==> config.mk <==
export PLATFORM = sky130hd
export DESIGN_NAME = fbm_top
export DESIGN_NICKNAME = d
export VERILOG_FILES = /design/src/fbm_ram.v /design/src/fbm_swap.v /design/src/fbm_top.v
export VERILOG_INCLUDE_DIRS = /design/src
export SDC_FILE = /design/constraint.sdc
export NUM_CORES = 2
export LEC_CHECK = 0
export BUFFER_PORTS_ARGS = -buffer_cell sky130_fd_sc_hd__buf_4
export CAP_MARGIN = 10
export CORE_MARGIN = 2
export CORE_UTILIZATION = 53
export CTS_BUF_LIST = sky130_fd_sc_hd__clkbuf_16
export CTS_CLUSTER_DIAMETER = 150
export CTS_CLUSTER_SIZE = 40
export DETAILED_ROUTE_END_ITERATION = 8
export PLACE_DENSITY_LB_ADDON = 0.12
export RECOVER_POWER = 25
export SYNTH_ARGS = -nofsm -noshare
export SYNTH_HDL_FRONTEND = slang
export SYNTH_SLANG_ARGS = --single-unit
export TNS_END_PERCENT = 20
==> constraint.sdc <==
create_clock -name core_clk_i -period 4.6 [get_ports core_clk_i]
set_input_delay 0.69 -clock core_clk_i [delete_from_list [all_inputs] [get_ports core_clk_i]]
set_output_delay 0.69 -clock core_clk_i [all_outputs]
set_load 0.005 [all_outputs]
==> src/fbm_map.vh <==
// Register map, field positions and reset values of the FIFO read port block
`ifndef FBM_MAP_VH
`define FBM_MAP_VH

// ****************************************
// Register byte offsets
// ****************************************
`define FBM_ADDR_CTRL      12'h000
`define FBM_ADDR_STATUS    12'h004
`define FBM_ADDR_OFFSET    12'h008
`define FBM_ADDR_IRQ_STS   12'h00C
`define FBM_ADDR_IRQ_MASK  12'h010

// ****************************************
// Control register fields
// ****************************************
`define FBM_CTRL_SIZE_LO   0
`define FBM_CTRL_SIZE_HI   1
`define FBM_CTRL_SWAP_LO   2
`define FBM_CTRL_SWAP_HI   3
`define FBM_CTRL_ENDIAN    4
`define FBM_CTRL_PGEN      5
`define FBM_CTRL_ODD       6
`define FBM_CTRL_RESET     7'h00

// ****************************************
// Bus size codes {high, low}
// ****************************************
`define FBM_SIZE_LONG      2'h0
`define FBM_SIZE_WORD      2'h1
`define FBM_SIZE_BYTE      2'h2
`define FBM_SIZE_MAIL      2'h3

// ****************************************
// Status and offset fields
// ****************************************
`define FBM_STS_COUNT_LSB  8
`define FBM_OFF_AF_LSB     16
`define FBM_OFF_RESET      6'h08

// ****************************************
// Interrupt event bits
// ****************************************
`define FBM_IRQ_EMPTY      0
`define FBM_IRQ_FULL       1
`define FBM_IRQ_MAIL       2
`define FBM_IRQ_REFUSED    3
`define FBM_IRQ_W          4

`endif

==> src/fbm_ram.v <==
// Storage array of the FIFO, written by port A and read at the read pointer
`timescale 1ns/1ps
module fbm_ram #(
  parameter DEPTH = 64,
  parameter AW    = 6,
  parameter WIDTH = 36
) (
  input  wire             core_clk_i,
  input  wire             wr_en_i,
  input  wire [AW-1:0]    wr_addr_i,
  input  wire [WIDTH-1:0] wr_data_i,
  input  wire [AW-1:0]    rd_addr_i,
  output wire [WIDTH-1:0] rd_data_o
);

  reg [WIDTH-1:0] mem_q [0:DEPTH-1];

  // ****************************************
  // Write and read
  // ****************************************
  always @(posedge core_clk_i) begin
    if (wr_en_i) begin
      mem_q[wr_addr_i] <= wr_data_i;
    end
  end

  assign rd_data_o = mem_q[rd_addr_i];

endmodule

==> src/fbm_swap.v <==
// Byte order swap and optional parity generation of one 36-bit long word
`timescale 1ns/1ps
module fbm_swap (
  input  wire [35:0] word_i,
  input  wire [1:0]  swap_i,
  input  wire        pgen_i,
  input  wire        odd_i,
  output wire [35:0] word_o
);

  reg  [35:0] sw;
  wire [35:0] gen;

  // ****************************************
  // Byte swap
  // ****************************************
  always @* begin
    case (swap_i)
      2'h0: sw = word_i;
      2'h1: sw = {word_i[8:0], word_i[17:9], word_i[26:18], word_i[35:27]};
      2'h2: sw = {word_i[17:9], word_i[8:0], word_i[35:27], word_i[26:18]};
      default: sw = {word_i[26:18], word_i[35:27], word_i[8:0], word_i[17:9]};
    endcase
  end

  // ****************************************
  // Parity per byte lane, output only
  // ****************************************
  genvar g;
  generate
    for (g = 0; g < 4; g = g + 1) begin : g_lane
      assign gen[g*9+7:g*9] = sw[g*9+7:g*9];
      assign gen[g*9+8]     = pgen_i ? (^sw[g*9+7:g*9]) ^ odd_i : sw[g*9+8];
    end
  endgenerate

  assign word_o = gen;

endmodule

==> src/fbm_top.v <==
// Read port of a 64 x 36 FIFO with bus sizing, byte swap, mailbox and APB registers
//
// Overview of operation
// - Size select both high puts the outgoing mailbox on the read bus.
// - Byte reads leave the other lanes holding the last output register data.
// - Byte swaps low-low and low-high give the tabled big and little lane orders.
// - Byte swap high-low swaps the two half-words; high-high swaps the bytes within each half-word.
// - Empty flag deasserts in the read cycle after a write.
// - In word or byte size, empty asserts only on the last part read.
// - Full flag deasserts in the write cycle after a freeing read.
// - In word or byte size, only the last part read frees a location.
// - Almost-empty deasserts a cycle after the write, referenced to last part read.
// - Almost-full deasserts a cycle after the read, referenced to last part read.
// - Size selects both low choose long word, low-high choose word and high-low choose byte.
// - Parity generate low passes the stored parity bits unchanged.
// - Parity generation on mailbox output leaves the mailbox contents unchanged.
//
// The placing of the registers and the APB interface to the registers are this design's own decisions.
`timescale 1ns/1ps
`include "fbm_map.vh"
module fbm_top #(
  parameter DEPTH = 64,
  parameter AW    = 6,
  parameter WIDTH = 36
) (
  input  wire        core_clk_i,
  input  wire        rst_n_i,
  input  wire [11:0] paddr_i,
  input  wire        psel_i,
  input  wire        penable_i,
  input  wire        pwrite_i,
  input  wire [31:0] pwdata_i,
  output reg  [31:0] prdata_o,
  output reg         pready_o,
  output reg         pslverr_o,
  output reg         irq_o,
  input  wire        write_port_select_n_i,
  input  wire        write_port_direction_i,
  input  wire        write_port_enable_i,
  input  wire        write_port_mailbox_select_i,
  input  wire [35:0] write_data_i,
  input  wire        read_port_select_n_i,
  input  wire        read_port_direction_i,
  input  wire        read_port_enable_i,
  input  wire        read_port_mailbox_select_i,
  output reg  [35:0] read_data_o,
  output reg         empty_flag_n_o,
  output reg         full_flag_n_o,
  output reg         almost_empty_flag_n_o,
  output reg         almost_full_flag_n_o,
  output reg         mail_full_o
);

  // ****************************************
  // Declarations
  // ****************************************
  reg  [6:0]       ctrl_q;
  reg  [5:0]       ae_off_q;
  reg  [5:0]       af_off_q;
  reg  [3:0]       irq_mask_q;
  reg  [3:0]       irq_sts_q;
  reg  [3:0]       irq_sts_d;
  reg  [3:0]       rd_clr_q;
  reg  [35:0]      mailbox_q;
  reg  [AW-1:0]    wr_ptr_q;
  reg  [AW-1:0]    rd_ptr_q;
  reg  [AW:0]      count_q;
  reg  [AW:0]      count_d;
  reg  [1:0]       part_q;
  reg  [1:0]       part_d;
  reg  [35:0]      out_d;
  reg  [31:0]      rd_mux;
  reg              addr_hit;
  wire [35:0]      mem_rdata;
  wire [35:0]      fifo_sw;
  wire [35:0]      mail_gen;
  wire [1:0]       size_sel;
  wire             wr_acc;
  wire             rd_acc;
  wire             fifo_push;
  wire             mbx_wr;
  wire             mbx_rd;
  wire             fifo_rd;
  wire             last_part;
  wire             fifo_pop;
  wire             refused;
  wire             apb_setup;
  wire             apb_done;
  wire [3:0]       irq_ev;
  wire [AW:0]      depth_c;

  assign depth_c  = DEPTH[AW:0];
  assign size_sel = {ctrl_q[`FBM_CTRL_SIZE_HI], ctrl_q[`FBM_CTRL_SIZE_LO]};

  // ****************************************
  // Byte lane pick
  // ****************************************
  function [8:0] byte_of;
    input [35:0] w;
    input [1:0]  idx;
    begin
      case (idx)
        2'h0:    byte_of = w[35:27];
        2'h1:    byte_of = w[26:18];
        2'h2:    byte_of = w[17:9];
        default: byte_of = w[8:0];
      endcase
    end
  endfunction

  // ****************************************
  // Port access decode
  // ****************************************
  assign wr_acc    = ~write_port_select_n_i & write_port_direction_i & write_port_enable_i;
  assign rd_acc    = ~read_port_select_n_i & ~read_port_direction_i & read_port_enable_i;
  assign fifo_push = wr_acc & ~write_port_mailbox_select_i & (count_q != depth_c);
  assign mbx_wr    = wr_acc & write_port_mailbox_select_i;
  assign mbx_rd    = rd_acc & (read_port_mailbox_select_i | (size_sel == `FBM_SIZE_MAIL));
  assign fifo_rd   = rd_acc & ~mbx_rd & (count_q != {(AW+1){1'b0}});
  assign refused   = (wr_acc & ~write_port_mailbox_select_i & (count_q == depth_c))
                   | (rd_acc & ~mbx_rd & (count_q == {(AW+1){1'b0}}));

  // Last part of a long word for the current size
  assign last_part = (size_sel == `FBM_SIZE_LONG)
                   | ((size_sel == `FBM_SIZE_WORD) & (part_q != 2'h0))
                   | ((size_sel == `FBM_SIZE_BYTE) & (part_q == 2'h3));
  assign fifo_pop  = fifo_rd & last_part;

  // ****************************************
  // Storage and swap
  // ****************************************
  fbm_ram #(
    .DEPTH (DEPTH),
    .AW    (AW),
    .WIDTH (WIDTH)
  ) u_ram (
    .core_clk_i (core_clk_i),
    .wr_en_i    (fifo_push),
    .wr_addr_i  (wr_ptr_q),
    .wr_data_i  (write_data_i),
    .rd_addr_i  (rd_ptr_q),
    .rd_data_o  (mem_rdata)
  );

  fbm_swap u_fifo_swap (
    .word_i (mem_rdata),
    .swap_i ({ctrl_q[`FBM_CTRL_SWAP_HI], ctrl_q[`FBM_CTRL_SWAP_LO]}),
    .pgen_i (ctrl_q[`FBM_CTRL_PGEN]),
    .odd_i  (ctrl_q[`FBM_CTRL_ODD]),
    .word_o (fifo_sw)
  );

  // Mailbox parity is formed on the way out only
  fbm_swap u_mail_gen (
    .word_i (mailbox_q),
    .swap_i (2'h0),
    .pgen_i (ctrl_q[`FBM_CTRL_PGEN]),
    .odd_i  (ctrl_q[`FBM_CTRL_ODD]),
    .word_o (mail_gen)
  );

  // ****************************************
  // Count and part counter next state
  // ****************************************
  always @* begin
    count_d = count_q;
    if (fifo_push & ~fifo_pop) begin
      count_d = count_q + {{AW{1'b0}}, 1'b1};
    end else if (fifo_pop & ~fifo_push) begin
      count_d = count_q - {{AW{1'b0}}, 1'b1};
    end
    part_d = part_q;
    if (fifo_rd) begin
      part_d = last_part ? 2'h0 : part_q + 2'h1;
    end
  end

  // ****************************************
  // Read bus lane steering
  // ****************************************
  always @* begin
    out_d = read_data_o;
    if (mbx_rd) begin
      out_d = mail_gen;
    end else if (fifo_rd) begin
      case (size_sel)
        `FBM_SIZE_WORD: begin
          if (ctrl_q[`FBM_CTRL_ENDIAN]) begin
            out_d[35:18] = part_q[0] ? fifo_sw[17:0] : fifo_sw[35:18];
          end else begin
            out_d[17:0] = part_q[0] ? fifo_sw[35:18] : fifo_sw[17:0];
          end
        end
        `FBM_SIZE_BYTE: begin
          if (ctrl_q[`FBM_CTRL_ENDIAN]) begin
            out_d[35:27] = byte_of(fifo_sw, part_q);
          end else begin
            out_d[8:0] = byte_of(fifo_sw, 2'h3 - part_q);
          end
        end
        default: begin
          out_d = fifo_sw;
        end
      endcase
    end
  end

  // ****************************************
  // Datapath and flag registers
  // ****************************************
  always @(posedge core_clk_i or negedge rst_n_i) begin
    if (!rst_n_i) begin
      wr_ptr_q              <= {AW{1'b0}};
      rd_ptr_q              <= {AW{1'b0}};
      count_q               <= {(AW+1){1'b0}};
      part_q                <= 2'h0;
      mailbox_q             <= 36'h0_0000_0000;
      read_data_o           <= 36'h0_0000_0000;
      empty_flag_n_o        <= 1'b0;
      full_flag_n_o         <= 1'b1;
      almost_empty_flag_n_o <= 1'b0;
      almost_full_flag_n_o  <= 1'b1;
      mail_full_o           <= 1'b0;
    end else begin
      if (fifo_push) begin
        wr_ptr_q <= wr_ptr_q + {{(AW-1){1'b0}}, 1'b1};
      end
      if (fifo_pop) begin
        rd_ptr_q <= rd_ptr_q + {{(AW-1){1'b0}}, 1'b1};
      end
      count_q     <= count_d;
      part_q      <= part_d;
      read_data_o <= out_d;
      if (mbx_wr) begin
        mailbox_q <= write_data_i;
      end
      mail_full_o           <= mbx_wr | (mail_full_o & ~mbx_rd);
      empty_flag_n_o        <= (count_d != {(AW+1){1'b0}});
      full_flag_n_o         <= (count_d != depth_c);
      almost_empty_flag_n_o <= (count_d > {1'b0, ae_off_q});
      almost_full_flag_n_o  <= (count_d < depth_c - {1'b0, af_off_q});
    end
  end

  // ****************************************
  // Interrupt events
  // ****************************************
  assign irq_ev[`FBM_IRQ_EMPTY]   = fifo_pop & (count_d == {(AW+1){1'b0}});
  assign irq_ev[`FBM_IRQ_FULL]    = fifo_push & (count_d == depth_c);
  assign irq_ev[`FBM_IRQ_MAIL]    = mbx_wr;
  assign irq_ev[`FBM_IRQ_REFUSED] = refused;

  // ****************************************
  // APB slave
  // ****************************************
  assign apb_setup = psel_i & ~penable_i;
  assign apb_done  = psel_i & penable_i & pready_o;

  always @* begin
    addr_hit = 1'b1;
    rd_mux   = 32'h0000_0000;
    case (paddr_i)
      `FBM_ADDR_CTRL: begin
        rd_mux[6:0] = ctrl_q;
      end
      `FBM_ADDR_STATUS: begin
        rd_mux[4:0] = {mail_full_o, almost_full_flag_n_o, almost_empty_flag_n_o,
                       full_flag_n_o, empty_flag_n_o};
        rd_mux[`FBM_STS_COUNT_LSB+AW:`FBM_STS_COUNT_LSB] = count_q;
      end
      `FBM_ADDR_OFFSET: begin
        rd_mux[5:0] = ae_off_q;
        rd_mux[`FBM_OFF_AF_LSB+5:`FBM_OFF_AF_LSB] = af_off_q;
      end
      `FBM_ADDR_IRQ_STS: begin
        rd_mux[3:0] = irq_sts_q;
      end
      `FBM_ADDR_IRQ_MASK: begin
        rd_mux[3:0] = irq_mask_q;
      end
      default: begin
        addr_hit = 1'b0;
      end
    endcase
  end

  // Read clears only the bits that were returned; a new event wins
  always @* begin
    irq_sts_d = irq_sts_q & ~(apb_done ? rd_clr_q : 4'h0);
    irq_sts_d = irq_sts_d | irq_ev;
  end

  always @(posedge core_clk_i or negedge rst_n_i) begin
    if (!rst_n_i) begin
      ctrl_q     <= `FBM_CTRL_RESET;
      ae_off_q   <= `FBM_OFF_RESET;
      af_off_q   <= `FBM_OFF_RESET;
      irq_mask_q <= 4'h0;
      irq_sts_q  <= 4'h0;
      rd_clr_q   <= 4'h0;
      prdata_o   <= 32'h0000_0000;
      pready_o   <= 1'b0;
      pslverr_o  <= 1'b0;
      irq_o      <= 1'b0;
    end else begin
      pready_o <= apb_setup;
      if (apb_setup) begin
        prdata_o  <= pwrite_i ? 32'h0000_0000 : rd_mux;
        pslverr_o <= ~addr_hit;
        rd_clr_q  <= (~pwrite_i & (paddr_i == `FBM_ADDR_IRQ_STS)) ? irq_sts_q : 4'h0;
      end else if (apb_done) begin
        rd_clr_q  <= 4'h0;
      end
      if (apb_done & pwrite_i) begin
        case (paddr_i)
          `FBM_ADDR_CTRL: begin
            ctrl_q <= pwdata_i[6:0];
          end
          `FBM_ADDR_OFFSET: begin
            ae_off_q <= pwdata_i[5:0];
            af_off_q <= pwdata_i[`FBM_OFF_AF_LSB+5:`FBM_OFF_AF_LSB];
          end
          `FBM_ADDR_IRQ_MASK: begin
            irq_mask_q <= pwdata_i[3:0];
          end
          default: begin
            ctrl_q <= ctrl_q;
          end
        endcase
      end
      irq_sts_q <= irq_sts_d;
      irq_o     <= |(irq_sts_d & irq_mask_q);
    end
  end

endmodule

Word level (Yosys, flattened, before mapping)
Memories as Yosys holds them, arrays and structs flattened.
Cells that the tools add are included.
- add/subtract/negate cells: 7
- order comparisons: 2
- eq/ne operators: 23
- muxes and demuxes: 39
- bitwise logic cells: 52
- reductions and logical operators: 29
- operators by type and width (kind ; number):
    case mux 36 bit (3 select lines) ; 1
    2-to-1 mux 18 bit ; 4
    2-to-1 mux 36 bit ; 2
    XOR reduction 8 bit ; 8
    case mux 9 bit (3 select lines) ; 2
    case mux 18 bit (2 select lines) ; 1
    case mux 9 bit (2 select lines) ; 2
    AND 1 bit ; 25
    == test 12 x 4 -> 1 bit (second input constant) ; 2
    2-to-1 mux 22 bit ; 1
    2-to-1 mux 7 bit ; 3
    case mux 4 bit (5 select lines) ; 1
    2-to-1 mux 9 bit ; 2
    2-to-1 mux 4 bit ; 4
    == test 7 bit (second input constant) ; 2
    logical NOT 7 bit ; 2
    != test 7 bit (second input constant) ; 2
    nonzero test 7 bit ; 2
    adder 6 x 1 -> 6 bit (second input constant) ; 2
    == test 12 x 3 -> 1 bit (second input constant) ; 1
    == test 12 x 5 -> 1 bit (second input constant) ; 1
    == test 2 bit (second input constant) ; 6
    logical NOT 12 bit ; 1
    2-to-1 mux 1 bit ; 12
    other kinds (26) ; 63
- bits in registers: 164
- memory bits (writable): 2304
- bits of input ports: 93
- output and inout bits: 76
- logic and storage cells: 177
- memories: 1
- memories (name ; depth ; width ; read ports ; clocked after memory_dff ; wr ports ; RTL line ; text):
    u_ram.mem_q ; 64 ; 36 ; 1 ; 0 ; 1 ; fbm_ram.v:16 ; reg [WIDTH-1:0] mem_q [0:DEPTH-1];

Longest topological paths before layout
- word-level depth: 16
- depth in mapped cells: 21
- mapped depth without buffers: 17

Hierarchy
From an unflattened synthesis, not the netlist that was laid out.
- cell total of the unflattened synthesis: 4649
- area total of the unflattened synthesis: 97886.4 µm²
- modules (own cells, without submodules) (module ; times used ; cells each ; area an instance (µm²) ; sequential area each (µm²)):
    fbm_ram ; 1 ; 3744 ; 87252.4 ; 69186.4
    fbm_top ; 1 ; 741 ; 8001.4 ; 3808.7
    fbm_swap ; 2 ; 82 ; 1316.3 ; 0.0

Worst setup path after synthesis
No wires, ideal clock.
- path kind: reg2reg
- start point: register rd_ptr_q[0]
- end point: register read_data_o[35]
- library setup time: 0.142 ns
- arrival time: 3.948 ns
- data required time: 4.458 ns
- path slack: 0.510 ns
- cell stages (with the launch flop): 18
- buffers on the path: 5
- clock period less this slack: 4.090 ns
- cells stage by stage: dfrtp_1 buf_6 buf_6 buf_6 buf_2 buf_6 mux4_2 a211oi_1 a21oi_1 o21ai_1 o21ai_0 mux2i_1 xnor3_1 xnor3_1 mux2i_2 nor2_1 o41ai_1 a22oi_1
- cells in the longest elaborated chain, start to end: 10
- elaborated cells between the ends (all ways): 21
- classes of those cells: 12 x mux; 4 x bitwise; 4 x reduce/logical; 1 x memory
- RTL lines (element ; RTL line ; text):
    start: declaration ; fbm_top.v:66 ; reg [AW-1:0] rd_ptr_q;
    start signal: assignment ; fbm_top.v:214 ; rd_ptr_q <= {AW{1'b0}};
    start signal: assignment ; fbm_top.v:229 ; rd_ptr_q <= rd_ptr_q + {{(AW-1){1'b0}}, 1'b1};
    memory read (64 x 36 bit) (*) ; - ;
    case mux 36 bit (3 select lines) (*) ; fbm_swap.v:18 ; case (swap_i)
    XOR reduction 8 bit ; fbm_swap.v:33 ; assign gen[g*9+8] = pgen_i ? (^sw[g*9+7:g*9]) ^ odd_i : sw[g*9+8];
    XOR 1 bit ; fbm_swap.v:33 ;
    2-to-1 mux 1 bit ; fbm_swap.v:33 ;
    case mux 9 bit (3 select lines) / 2-to-1 mux 18 bit (equally long branches) ; fbm_top.v:102, fbm_top.v:189 ;
    2-to-1 mux 9 bit / 2-to-1 mux 18 bit (equally long branches) ; fbm_top.v:195, fbm_top.v:188 ;
    case mux 9 bit (2 select lines) (*) ; fbm_top.v:186 ; case (size_sel)
    2-to-1 mux 36 bit (*) ; fbm_top.v:185 ; end else if (fifo_rd) begin
    2-to-1 mux 36 bit (*) ; fbm_top.v:183 ; if (mbx_rd) begin
    end signal: assignment ; fbm_top.v:233 ; read_data_o <= out_d;
    end: declaration ; fbm_top.v:46 ; output reg [35:0] read_data_o,
Mark *: on every way between the ends. The rest lies on a longest branch, timed or not. The select of a mux whose other input is x is not followed.
A chain may end at the register's enable or synchronous reset.

Worst setup path in the final report
Ends and elaborated chain as after synthesis.

==> key figures <==
Clocking
  • CTS H-tree lvls: 3
  • Clk_lat worst skew: 0.77 ns
  • CTS sink count: 2,456
  • CTS clk-pin slew, worst paths: 0.15 ns
  • TritonCTS clock tree: built
  • CTS buffer count: 71
  • CTS Root Cell: clkbuf_16
  • Max clock buf depth: 3

Timing
  • Slew headroom: -118%
  • Tcrit/Tclk final: 102%
  • Min cycle time layout: 4.70 ns
  • Fmax: 213 MHz
  • Least-Margin Pin Slew: 3.26 ns
  • Post-route setup slack: -0.104 ns
  • RSZ-0062 raised after global routing: yes
  • Hold slack: 0.139 ns
  • Slew Limit Fails: 1,782
  • Final hold violation count: 0
  • Endpoints failing setup: 3
  • Layout Skew: 0.0286 ns

Layout
  • Final design utilization: 59.5%
  • Layout Cells excl Fill: 7,937
  • Layout cell share with drive strength beyond 1: 26.8%
  • Fin area: 0.109 mm^2
  • Final-layout fill cell count: 13,385
  • Area growth syn-to-layout: 11.3%
  • Nets: 5,543

Detailed routing
  • Drt initial violations: 7,767
  • WL per Instance: 36.7 um
  • DR WL met3: 28,800 um
  • Top Layer Used: met5
  • # DRC: 0
  • Vias: 52,854
  • Total wire length: 291,000 um
  • DR WL met2: 136,000 um
  • First-pass DRT Iterations: 6
  • Routed Antenna Nets: 0
  • Vias per cell: 6.66
  • Met1 wire length: 116,000 um

Global routing
  • Largest net degree at the start of global routing: 90
  • Tot GR Track Use: 30.9%
  • First-pass GRT wire length: 399,000 um
  • GRT Residual Overflow: 0
  • Vias in the first global route: 50,228
  • Initial antenna violation count: 11

Floorplanning
  • Die Ht: 434 um
  • Core ar.: 0.183 mm^2
  • Initial core utilization: 53.4%
  • Io pins: 169
  • Die ar.: 0.188 mm^2
  • # rows: 157
  • Die X: 434 um

Synth
  • Flops & latches, synth: 2,456
  • Syn avg cell area: 19.8 um^2
  • Most frequent cell after synthesis: edfxtp_1
  • Mapped Area: 0.0979 mm^2
  • Syn Inst Count: 4,942
  • Top cells by area, synth: edfxtp_1, mux4_2, dfrtp_1
  • Share of the synthesized area in the top cell type: 70.6%
  • Post-synth EDFFs: 2,304
  • Synth Flop Type: edfxtp_1
  • Netlist cell types: 81
  • Fraction of registers with async set or reset after synthesis: 6.19%
  • Top post-synthesis cells by count: edfxtp_1, mux4_2, mux2i_1
  • Yosys top cell by area: edfxtp_1
  • Post-synthesis sequential area ratio: 74.5%
  • Synth Warn #: 0

Worst setup path
  • Worst setup EP type: flop
  • FF-to-FF Start: rd_ptr_q[0]
  • WP data required: 5.26 ns
  • Max incr delay on CP: 0.59 ns
  • Reg2reg path depth: 18
  • Critical path origin: rd_ptr_q[0]
  • CP Max Fanout: 9
  • Slowest stage cell, crit path: a211oi_2
  • Most used cell, CP: buf_4
  • Worst setup path category: flop to flop
  • Startpoint type of the worst setup path: flop
  • Worst EP arrival: 5.37 ns
  • Top delay family on crit path: compound AO/OA/AOI/OAI gates
  • CP bufs+invs: 6
  • CP cell instances: buf_4 -> buf_4 -> buf_4 -> inv_4 -> buf_4 -> nand2_1 -> a32oi_1 -> o21ai_0 -> buf_4 -> a211oi_2 -> mux2i_1 -> mux2i_1 -> xnor3_1 -> xnor3_1 -> mux2i_2 -> nor2_2 -> o41ai_2 -> a22oi_1
  • Levels on crit path: 18

Worst hold path
  • Min-Delay Startpoint: pwdata_i[17]
  • Hold Path Depth: 3
  • Type of the worst min-delay path: input port to flop

Status
  • Violated checks: max-capacitance violations, max-slew violations, negative setup slack
  • Status: complete, but fails checks

Placement
  • GP Congestion: 0.895
  • Placed Instances: 7,778
  • Placed cell area: 0.106 mm^2
  • Final HPWL DP: 178,000 um
  • Buffers on Ports: 137

Power
  • Power Dens Cells: 330 mW/mm^2
  • VDD IR max: 0.252 mV
  • P_leak: 0.0355 uW

Run
  • Max Cap Violations: 27
logic make-up (layout without fill, tap and decap cells):
family / after synthesis / after routing / share of synthesized area [%]
AO/OA/AOI/OAI: 559 / 559 / 3.91
other: 1 / 16 / 0.00383
AND/OR/NAND/NOR: 560 / 560 / 2.49
XOR/XNOR: 81 / 81 / 0.852
adder cells (fa/ha/maj): 26 / 26 / 0.332
flip-flops: 2456 / 2456 / 74.5
multiplexers: 935 / 935 / 16.1
buffers and inverters: 324 / 840 / 1.79
worst reg2reg max path: cells and delay by family (launching register included):
family	cells	cell delay, ns
XOR/XNOR	2	0.70
multiplexers	3	0.71
AO/OA/AOI/OAI	5	1.46
AND/OR/NAND/NOR	2	0.13
buffers and inverters	6	1.08
flip-flops	1	0.54
per-stage QoR:
stage | total power, uW | TNS, ns | setup slack [ns]
after floorplan | 26000 | 0 | 0.510
after global placement | 27000 | -2.64 | -0.629
after detailed placement | 27000 | -2.75 | -0.649
after CTS | 36000 | 0 | 0.00265
after global routing | 36800 | -0.919 | -0.245
final | 35900 | -0.234 | -0.104
what timing repair did:
item                       in CTS  in global routing
gates resized for setup        62                 38
gates cloned                    3                  0
buffers inserted               11                 22
hold buffers                    1                  0
setup endpoints to repair       9                  8
hold endpoints to repair        6                  0
pin swaps                       7                 12
cells in the final DEF (no fill, tap or decap), drive strengths merged, types with 54 or more instances in the layout:
cell type,count
nor2,187
mux4,503
a22oi,107
inv,79
mux2i,357
mux2,75
edfxtp,2304
nand2,221
clkbuf,101
xnor2,54
buf,651
a21oi,96
o21ai,106
dfrtp,148
final cells by class:
| type | instances | area [um^2] | area share (%) |
|---|---|---|---|
| inverter | 40 | 158 | 0.145 |
| tap | 2464 | 3080 | 2.83 |
| multi-input combinational | 2173 | 24000 | 22.0 |
| timing repair buffer | 682 | 6650 | 6.10 |
| clock buffer | 74 | 1850 | 1.70 |
| clock inverter | 44 | 209 | 0.192 |
| sequential | 2456 | 73000 | 67.0 |
| antenna | 4 | 10.0 | 0.00918 |
power by group:
| part | leakage [uW] | internal [uW] | switching (uW) |
|---|---|---|---|
| registers | 0.0225 | 24600 | 284 |
| clock network | 0.00114 | 3010 | 6360 |
| logic | 0.0118 | 642 | 990 |
registers in the layout, indices dropped and copies added, names as in the netlist, 7 cells and up:
register	cells
u_ram.mem_q	2304
read_data_o	36
count_q	7
mailbox_q	36
prdata_o	20
ctrl_q	7
path summary, 6_finish.rpt:
check	to	slack, ns
max in group asynchronous	full_flag_n_o	3.01
max reg2reg	read_data_o[35]	-0.10
min	af_off_q[1]	0.14
min in group asynchronous	read_data_o[34]	0.55
min reg2reg	read_data_o[12]	0.51
max	read_data_o[35]	-0.10
layer usage:
layer	track usage, %	vias to the layer above
li1	-	21053
met1	45.1	28574
met2	48.0	2800
met3	5.54	421
met4	9.14	6
met5	0	-
Power figures use the tool's default switching activity.
